[config.mk]
export PLATFORM = sky130hd
export DESIGN_NAME = mcc_ctrl
export DESIGN_NICKNAME = d
export VERILOG_FILES = /design/src/logic/mcc_ctrl.v /design/src/logic/mcc_sync.v
export VERILOG_INCLUDE_DIRS = /design/src /design/src/logic
export SDC_FILE = /design/constraint.sdc
export NUM_CORES = 1
export LEC_CHECK = 0
export CAP_MARGIN = 20
export CORE_ASPECT_RATIO = 1.75
export CORE_MARGIN = 3
export CORE_UTILIZATION = 25
export DETAILED_ROUTE_END_ITERATION = 6
export DONT_BUFFER_PORTS = 1
export RECOVER_POWER = 100
export SYNTH_ARGS = -nofsm -noshare
export SYNTH_HDL_FRONTEND = slang
export SYNTH_SLANG_ARGS = --single-unit
[constraint.sdc]
create_clock -name core_clk -period 1.4 [get_ports core_clk]
set_clock_uncertainty 0.1 [all_clocks]
set_input_delay 0.28 -clock core_clk [delete_from_list [all_inputs] [get_ports core_clk]]
set_output_delay 0.28 -clock core_clk [all_outputs]
set_load 0.01 [all_outputs]
[src/logic/mcc_consts.vh]
`ifndef MCC_CONSTS_VH
`define MCC_CONSTS_VH
// ****************************************
// Register map (byte addresses)
// ****************************************
`define MCC_ADDR_CTRL_C      4'h0
`define MCC_ADDR_MODE        4'h4
`define MCC_ADDR_STATUS      4'h8
// ****************************************
// Control register C fields
// ****************************************
`define MCC_BIT_FLAG         7
`define MCC_BIT_DIR_HWZC     6
`define MCC_BIT_SIMZC        5
`define MCC_BIT_SIMCOM       4
`define MCC_BIT_FAST         3
`define MCC_VREF_HI          2
`define MCC_VREF_LO          0
`define MCC_RESET_CTRL_C     8'h00
`define MCC_VREF_EXTERNAL    3'h7
// ****************************************
// Mode register fields
// ****************************************
`define MCC_MODE_SENSOR_HI   1
`define MCC_MODE_SENSOR_LO   0
`define MCC_MODE_AUTOSW      2
`define MCC_MODE_RATE        3
`define MCC_MODE_DEMAG_HI    7
`define MCC_MODE_DEMAG_LO    4
`define MCC_MODE_OFFT_HI     11
`define MCC_MODE_OFFT_LO     8
`define MCC_RESET_MODE       12'h000
`define MCC_SENSOR_POSITION  2'h0
`endif

[src/logic/mcc_ctrl.v]
// Implementation choices: the register offsets and the Avalon-MM slave port.
`timescale 1ns/1ns
`include "mcc_consts.vh"

// Overview of operation
// - Position mode: bit7 set on timer overflow
// - Overflow flag raises no interrupt
// - Speed mode: bit7 mirrors speed error pending
// - Position mode: bit6 is hardware zero-cross select
// - Speed mode: bit6 read-only encoder phase
// - Direction 1 when A leads B
// - Bit5 selects simulated zero-crossing event
// - Bit4 selects simulated commutation in auto-switch
// - Fast off: sample once at off end
// - Fast on: sample at fast clock enable while rate select clear, gated by pwm_on if demag field nonzero
// - Fast sampling forces minimum off time zero
// - Threshold 111 external, others internal levels
// - Reset clears whole control register
module mcc_ctrl (
  // Clock and reset
  input  wire        core_clk,
  input  wire        rst,
  // Avalon-MM slave
  input  wire [3:0]  avs_address,
  input  wire        avs_read,
  input  wire        avs_write,
  input  wire [31:0] avs_writedata,
  output reg  [31:0] avs_readdata,
  output wire        avs_waitrequest,
  // Motor events
  input  wire        motor_timer_overflow,
  input  wire        speed_error_pending,
  input  wire        hw_zero_cross_event,
  input  wire        pwm_off_end,
  input  wire        pwm_on,
  input  wire        fast_sample_clock,
  input  wire        encoder_input_a,
  input  wire        encoder_input_b,
  // Derived controls
  output reg         zero_cross_sample,
  output reg         zero_cross_detected,
  output reg         hardware_zero_cross_select,
  output reg         simulated_zero_cross_select,
  output reg         use_simulated_commutation,
  output reg         use_external_reference,
  output reg  [2:0]  internal_threshold_code,
  output reg  [3:0]  effective_min_off_time
);
  // ****************************************
  // Registers
  // ****************************************
  reg  [7:0]  ctrl_c_reg;
  reg  [7:0]  ctrl_c_next;
  reg  [11:0] mode_reg;
  reg  [11:0] mode_next;
  reg         ack_reg;
  reg         ack_next;
  reg         enc_a_prev_reg;
  reg         dir_reg;
  reg         dir_next;
  reg         sample_next;
  reg  [31:0] read_next;
  wire [1:0]  enc_raw;
  wire [1:0]  enc_sync;
  wire        enc_a;
  wire        enc_b;
  wire [1:0]  sensor_mode_select;
  wire        position_mode;
  wire        fast_zero_cross_sampling;
  wire [3:0]  demag_sampling_field;
  wire [3:0]  min_off_time_field;
  wire        sampling_rate_select;
  wire        auto_switched_mode;
  wire [2:0]  reference_threshold_select;
  wire        req;
  wire        wr_ctrl_c;
  wire        wr_mode;
  wire        a_rise;
  wire [7:0]  ctrl_c_view;
  genvar      gi;

  // Bus handshake states
  localparam BUS_IDLE = 1'b0;
  localparam BUS_ACK  = 1'b1;

  function hit;
    input [3:0] a;
    input [3:0] b;
    begin
      hit = (a == b);
    end
  endfunction

  // ****************************************
  // Encoder pin synchronisers
  // ****************************************
  assign enc_raw = {encoder_input_b, encoder_input_a};

  generate
    for (gi = 0; gi < 2; gi = gi + 1) begin : g_sync
      mcc_sync i_mcc_sync (
        .core_clk (core_clk),
        .rst      (rst),
        .din      (enc_raw[gi]),
        .dout     (enc_sync[gi])
      );
    end
  endgenerate

  assign enc_a = enc_sync[0];
  assign enc_b = enc_sync[1];

  // ****************************************
  // Mode register fields
  // ****************************************
  assign sensor_mode_select =
    mode_reg[`MCC_MODE_SENSOR_HI:`MCC_MODE_SENSOR_LO];
  assign auto_switched_mode   = mode_reg[`MCC_MODE_AUTOSW];
  assign sampling_rate_select = mode_reg[`MCC_MODE_RATE];
  assign demag_sampling_field =
    mode_reg[`MCC_MODE_DEMAG_HI:`MCC_MODE_DEMAG_LO];
  assign min_off_time_field =
    mode_reg[`MCC_MODE_OFFT_HI:`MCC_MODE_OFFT_LO];
  assign position_mode = (sensor_mode_select == `MCC_SENSOR_POSITION);
  assign fast_zero_cross_sampling = ctrl_c_reg[`MCC_BIT_FAST];
  assign reference_threshold_select =
    ctrl_c_reg[`MCC_VREF_HI:`MCC_VREF_LO];

  // ****************************************
  // Bus handshake: one wait cycle per access
  // ****************************************
  assign req             = avs_read | avs_write;
  assign avs_waitrequest = req & ~ack_reg;
  assign wr_ctrl_c = avs_write & ack_reg & hit(avs_address,
                                               `MCC_ADDR_CTRL_C);
  assign wr_mode   = avs_write & ack_reg & hit(avs_address,
                                               `MCC_ADDR_MODE);

  // The state bit doubles as the acknowledge
  always @* begin
    ack_next = ack_reg;
    case (ack_reg)
      BUS_IDLE: begin
        if (req) begin
          ack_next = BUS_ACK;
        end
      end
      BUS_ACK: begin
        ack_next = BUS_IDLE;
      end
      default: begin
        ack_next = BUS_IDLE;
      end
    endcase
  end

  always @(posedge core_clk) begin
    if (rst) begin
      ack_reg <= BUS_IDLE;
    end else begin
      ack_reg <= ack_next;
    end
  end

  // ****************************************
  // Encoder phase: sample B on A rising edge
  // ****************************************
  assign a_rise = enc_a & ~enc_a_prev_reg;

  always @* begin
    dir_next = dir_reg;
    if (a_rise) begin
      dir_next = ~enc_b;
    end
  end

  always @(posedge core_clk) begin
    if (rst) begin
      enc_a_prev_reg <= 1'b0;
      dir_reg        <= 1'b0;
    end else begin
      enc_a_prev_reg <= enc_a;
      dir_reg        <= dir_next;
    end
  end

  // ****************************************
  // Control register C and mode register
  // ****************************************
  always @* begin
    mode_next   = mode_reg;
    ctrl_c_next = ctrl_c_reg;
    if (wr_mode) begin
      mode_next = avs_writedata[11:0];
    end
    if (wr_ctrl_c) begin
      ctrl_c_next[6:0] = avs_writedata[6:0];
    end
    // Set wins over a clearing write in the same cycle
    if (position_mode & motor_timer_overflow) begin
      ctrl_c_next[`MCC_BIT_FLAG] = 1'b1;
    end else if (wr_ctrl_c & ~avs_writedata[`MCC_BIT_FLAG]) begin
      ctrl_c_next[`MCC_BIT_FLAG] = 1'b0;
    end
  end

  always @(posedge core_clk) begin
    if (rst) begin
      ctrl_c_reg <= `MCC_RESET_CTRL_C;
      mode_reg   <= `MCC_RESET_MODE;
    end else begin
      ctrl_c_reg <= ctrl_c_next;
      mode_reg   <= mode_next;
    end
  end

  // Bit 7 and bit 6 change meaning with the sensor mode
  assign ctrl_c_view = position_mode ? ctrl_c_reg :
    {speed_error_pending, dir_reg, ctrl_c_reg[5:0]};

  // ****************************************
  // Read data
  // ****************************************
  // Captured in the wait cycle, held until the next read
  always @* begin
    read_next = 32'h0000_0000;
    case (avs_address)
      `MCC_ADDR_CTRL_C: begin
        read_next = {24'h00_0000, ctrl_c_view};
      end
      `MCC_ADDR_MODE: begin
        read_next = {20'h0_0000, mode_reg};
      end
      `MCC_ADDR_STATUS: begin
        read_next = {29'h0000_0000, dir_reg, enc_b, enc_a};
      end
      default: begin
        read_next = 32'h0000_0000;
      end
    endcase
  end

  always @(posedge core_clk) begin
    if (rst) begin
      avs_readdata <= 32'h0000_0000;
    end else if (avs_read & ~ack_reg) begin
      avs_readdata <= read_next;
    end
  end

  // ****************************************
  // Zero-crossing sampling
  // ****************************************
  always @* begin
    if (fast_zero_cross_sampling & ~sampling_rate_select) begin
      if (demag_sampling_field != 4'h0) begin
        sample_next = fast_sample_clock & pwm_on;
      end else begin
        sample_next = fast_sample_clock;
      end
    end else begin
      sample_next = pwm_off_end;
    end
  end

  always @(posedge core_clk) begin
    if (rst) begin
      zero_cross_sample   <= 1'b0;
      zero_cross_detected <= 1'b0;
    end else begin
      zero_cross_sample   <= sample_next;
      zero_cross_detected <= zero_cross_sample & hw_zero_cross_event &
                             hardware_zero_cross_select;
    end
  end

  // ****************************************
  // Derived event and reference controls
  // ****************************************
  always @(posedge core_clk) begin
    if (rst) begin
      hardware_zero_cross_select  <= 1'b0;
      simulated_zero_cross_select <= 1'b0;
      use_simulated_commutation   <= 1'b0;
      use_external_reference      <= 1'b0;
      internal_threshold_code     <= 3'h0;
    end else begin
      hardware_zero_cross_select  <= position_mode &
                                     ctrl_c_reg[`MCC_BIT_DIR_HWZC];
      simulated_zero_cross_select <= ctrl_c_reg[`MCC_BIT_SIMZC];
      use_simulated_commutation   <= auto_switched_mode &
                                     ctrl_c_reg[`MCC_BIT_SIMCOM];
      use_external_reference      <=
        (reference_threshold_select == `MCC_VREF_EXTERNAL);
      internal_threshold_code     <= reference_threshold_select;
    end
  end

  // ****************************************
  // Minimum off time
  // ****************************************
  // Fast sampling leaves no room for a programmed off time
  always @(posedge core_clk) begin
    if (rst) begin
      effective_min_off_time <= 4'h0;
    end else if (fast_zero_cross_sampling) begin
      effective_min_off_time <= 4'h0;
    end else begin
      effective_min_off_time <= min_off_time_field;
    end
  end
endmodule // mcc_ctrl

[src/logic/mcc_sync.v]
`timescale 1ns/1ns
// ****************************************
// Three-stage synchroniser; change taken when stages 2 and 3 agree
// ****************************************
module mcc_sync (
  // Clock and reset
  input  wire core_clk,
  input  wire rst,
  // Data
  input  wire din,
  output reg  dout
);
  reg s1_reg;
  reg s2_reg;
  reg s3_reg;

  always @(posedge core_clk) begin
    if (rst) begin
      s1_reg <= 1'b0;
      s2_reg <= 1'b0;
      s3_reg <= 1'b0;
      dout   <= 1'b0;
    end else begin
      s1_reg <= din;
      s2_reg <= s1_reg;
      s3_reg <= s2_reg;
      if (s2_reg == s3_reg) begin
        dout <= s3_reg;
      end
    end
  end
endmodule // mcc_sync

Yosys cells after proc, flatten, opt, wreduce, memory -nomap -nowiden:

Index checks and enable logic that the tools add are counted.

* memories: 0
* bits in latches: 0
* output and inout port bits: 46
* input bits: 48
* ROM bits: 0
* RAM bits: 0
* bits in registers: 76

* equal/unequal tests: 5
* reductions and logical operators: 5
* bitwise operators: 20
* add/sub/neg operators: 0
* multipliers: 0
* shift-type cells: 0
* $lt $le $gt $ge: 0
* divide/modulo/power cells: 0
* mux-type cells: 8

Operators with widths (count)
* $pmux 12 s3: 1
* $and 1x1->1: 14
* $mux 8: 1
* $mux 1: 5
* $not 1->1: 5
* $eq 4x3->1 const B: 1
* $eq 4x4->1 const B: 1
* $logic_not 4->1: 1
* $reduce_bool 4->1: 1
* $eq 3x3->1 const B: 1
* $eq 1x1->1: 2
* $logic_not 2->1: 1
* $pmux 1 s2: 1
* $reduce_bool 2->1: 1
* $reduce_or 2->1: 1
* $or 1x1->1: 1

Longest topological paths before layout:

* depth after elaboration: 5
* gate-level depth with buffers: 5
* mapped depth without buffers: 3

By module:

From an unflattened synthesis, not the netlist that was laid out.

* cells, all modules: 227
* area, all modules: 2232.1 um2

Modules (own cells, without submodules)
* mcc_ctrl: area each 2006.9 um2, times used 1, cells each 207
* mcc_sync: area each 112.6 um2, times used 2, cells each 10

Worst setup path before layout:

Ideal clock, no wire load.

* path type: register to register
* start point: reg ack_reg
* end point: reg mode_reg[2]
* library setup time: 119 ps
* required time: 1181 ps
* slack: -37 ps
* arrival: 1218 ps
* cell stages (with the launch flop): 6
* cell sequence: dfxtp_1 nand4bb_1 clkbuf_2 or3b_1 buf_6 mux2i_1

* cells in the longest elaborated chain, start to end: 2

RTL lines
* start, declared: line mcc_ctrl.v:56 `reg ack_reg;`
* start signal, assigned: line mcc_ctrl.v:161 `ack_reg <= ack_next;`
* $and 1x1->1 (2 in series): line mcc_ctrl.v:136 `assign wr_mode = avs_write & ack_reg & hit(avs_address,`
* end signal, assigned: line mcc_ctrl.v:210 `` mode_reg <= `MCC_RESET_MODE; ``
* end signal, assigned: line mcc_ctrl.v:213 `mode_reg <= mode_next;`
* end, declared: line mcc_ctrl.v:54 `reg [11:0] mode_reg;`

Every way passes these cells.
A chain may end at the register's enable or synchronous reset.

Worst setup path in the final report:

* start point: reg ack_reg
* end point: reg mode_reg[0]

Same word-level chain as after synthesis.

==> impl_metrics.ini <==
[placement]
place.gp.congestion = 0.742
dp_hpwl_um = 4010
port_buffers = 0
dpl.cell_count = 350

[setup_path]
start_kind = flip-flop
crit_arrival_ns = 1.42
worst-path-max-fanout = 5
rr_worst_depth = 3
r2r_slack_ns = 0.05
crit_required_ns = 1.47
end_kind = flip-flop
rr_endpoint = mode_reg[0]$_SDFFE_PP0P_
reg2reg_from = ack_reg$_SDFF_PP0_
critPathKind = reg2reg

[synthesis]
synth_mux_area_frac = 0.0917
yosys.area_share.simple = 0.218
syn_area_per_cell_um2 = 9.75
synth.area.top_cells = dfxtp_1 49%, mux2i_1 9.2%, nand2b_1 7.6%
yosys.area.top_type_share = 0.489
synth_compound_area_frac = 0.102
yosysTopAreaCell = dfxtp_1
ys_warn_count = 0
synth_adder_area_share = 0
synth.ff_latch_count = 56
syn_inst = 235
syn-cell-area_mm2 = 0.00229
synth_top_family_by_area = simple AND/OR/NAND/NOR gates
seq_area_frac_synth = 0.489
netlist-cell-type-count = 36
synth-xor-area-share = 0

[run_status]
status = complete, no violations

[pwr]
ir_worst_vdd_v = 0.000537
finalPower_mw = 3.04
power.density_mw_per_mm2 = 1120
p_leak_nw = 1.06

[worst_hold_path]
whs_endpoint = ctrl_c_reg[0]$_SDFFE_PP0P_
min_path_cells = 2
hold_class = in2reg
min_from = avs_address[2]

[detailed_routing]
vias = 1641
wl_um = 5680
initialDrtViolationCount = 56
via_per_inst = 4.42
drc_errors = 0
ant_nets = 0
wl_per_cell_um = 15.3
dr.pass1.iters = 5

[sta]
fin_crit_sh = 0.963
hold_viol = 0
holdWs_ns = 0.0255
rsz0062_at_grt = yes
final.setup.tns_ns = 0
max_freq_mhz = 741
setup_violations = 0
fin_crit_ns = 1.35
slew_violations = 0

[layout]
diodes = 0
nets = 302
synthToLayoutAreaGrowth_pct = 18.7
layout-drive-gt1-share = 0.114
instances_no_fill = 371

[floorplanning]
die_w_um = 78.4
pin_count = 94
fp.dieH_um = 133
dieArea_mm2 = 0.0104
core_mm2 = 0.00878
rows = 45
start_util = 0.261

[grt]
antenna_found_initial = 0
grt_use_total = 0.116
grt_max_degree = 47
overflow = 0
grt_pass1_wl_um = 9140
grt_pass1_vias = 1694

[cts]
cts.reportedPaths.clkPinSlew_ns = 0.07
numCtsBuffers = 5
post_cts_buffers = 0
root_buffer = clkbuf_16
clock_tree.buffer_depth = 2
cts_sinks = 56
clk_latency_ns = 0.29
cts_tree = done
htree_num_levels = 2

[run]
maxCapViolCount = 0
-- report_power, final --
| group | internal, mW | leakage (nW) | switching (mW) |
|---|---|---|---|
| clock | 0.707 | 0.0729 | 0.558 |
| sequential | 1.61 | 0.454 | 0.0120 |
| combinational | 0.0741 | 0.535 | 0.0792 |
-- worst max-delay path, cell delays in order (launching register included) --
cell and delay [ns]:
dfxtp_2 0.36, nand4bb_4 0.17, or3b_4 0.47, mux2i_1 0.14
-- through the flow --
stage / instance area, µm² / worst slack, ns / util
finish: 2720 / 0.0513 / 0.310
global route: 2720 / -0.00695 / 0.310
CTS: 2700 / 0.000436 / 0.308
detailed placement: 2390 / -0.206 / 0.272
global placement: 2390 / -0.157 / 0.272
floorplan: 2360 / -0.00299 / -
-- kinds of logic (layout without fill, tap and decap cells) --
family / after synthesis / count (layout)
flip-flops: 56 / 56
buffers and inverters: 37 / 37
multiplexers: 21 / 21
other: 1 / 20
AND/OR/NAND/NOR: 85 / 85
AO/OA/AOI/OAI: 35 / 35
-- layer usage --
layer	vias to the layer above	wire length, µm	track usage
met5	-	0	0
met4	0	152	0.0564
met3	9	381	0.0266
met2	66	2940	0.206
met1	768	2210	0.126
li1	798	-	-
-- how the worst max path moves through the flow --
stage | from | end | slack (ns)
after floorplan | avs_address[0] | mode_reg[2]$_SDFFE_PP0P_ | -0.003
after global placement | avs_address[0] | mode_reg[3]$_SDFFE_PP0P_ | -0.16
after detailed placement | avs_address[0] | mode_reg[1]$_SDFFE_PP0P_ | -0.21
after CTS | ack_reg$_SDFF_PP0_ | avs_waitrequest | 0.0004
after global routing | ack_reg$_SDFF_PP0_ | avs_readdata[1]$_SDFFE_PP0P_ | -0.007
final | ack_reg$_SDFF_PP0_ | mode_reg[0]$_SDFFE_PP0P_ | 0.05
-- cells in the final DEF, fill, tap and decap left out, types with 2 or more instances in the layout --
master and count:
and2_1 2, clkbuf_16 5, inv_1 5, nand2_1 8, mux2i_1 21, nand2b_1 27
a22o_1 5, o21ai_0 8, a221oi_1 2, nor2_1 9, nor2b_1 13, dfxtp_2 2
a21oi_1 8, nor4_2 2, nor4_1 3, nand3_1 4, o2bb2ai_1 3, and2_0 3
dfxtp_1 54, nand3b_1 3, buf_4 10, o21ai_1 2, dlygate4sd3_1 13, o31ai_1 4
conb_1 20
-- Yosys cell counts --
cell	number
buf_1	3
or2_2	1
nor4b_1	1
inv_1	5
mux2i_1	21
nand4bb_1	1
clkbuf_1	5
and2_1	5
or3_1	1
clkbuf_2	1
nand2b_1	28
o2111ai_1	1
nand3_1	4
and3_1	1
o31ai_1	4
buf_6	1
nand2_1	8
buf_4	20
buf_2	2
a22o_1	5
nor3b_1	1
nor2_1	10
conb_1	1
o2bb2ai_1	3
a21oi_1	8
a211oi_1	1
a221oi_1	2
o21ai_0	10
nor2b_1	13
nor3_1	1
nand3b_1	3
nor4_1	5
o41ai_1	1
dfxtp_1	56
or3b_1	1
and4b_1	1
-- area by class of cell --
type | instances | area (µm²)
repair buffers | 25 | 220
inverters | 5 | 18.8
clock buffers | 6 | 139
clock inverters | 1 | 8.76
well taps | 117 | 146
multi-input cells | 161 | 1060
fillers | 936 | 6060
flip-flops and latches | 56 | 1120
-- what timing repair did --
action / in CTS / in global routing
hold buffers: 14 / 1
hold endpoints to repair: 21 / 1
pin swaps: 1 / 3
gates resized for setup: 5 / 9
endpoints found under the setup margin: 20 / 14
Note: power is estimated with default switching activity, not from simulation.
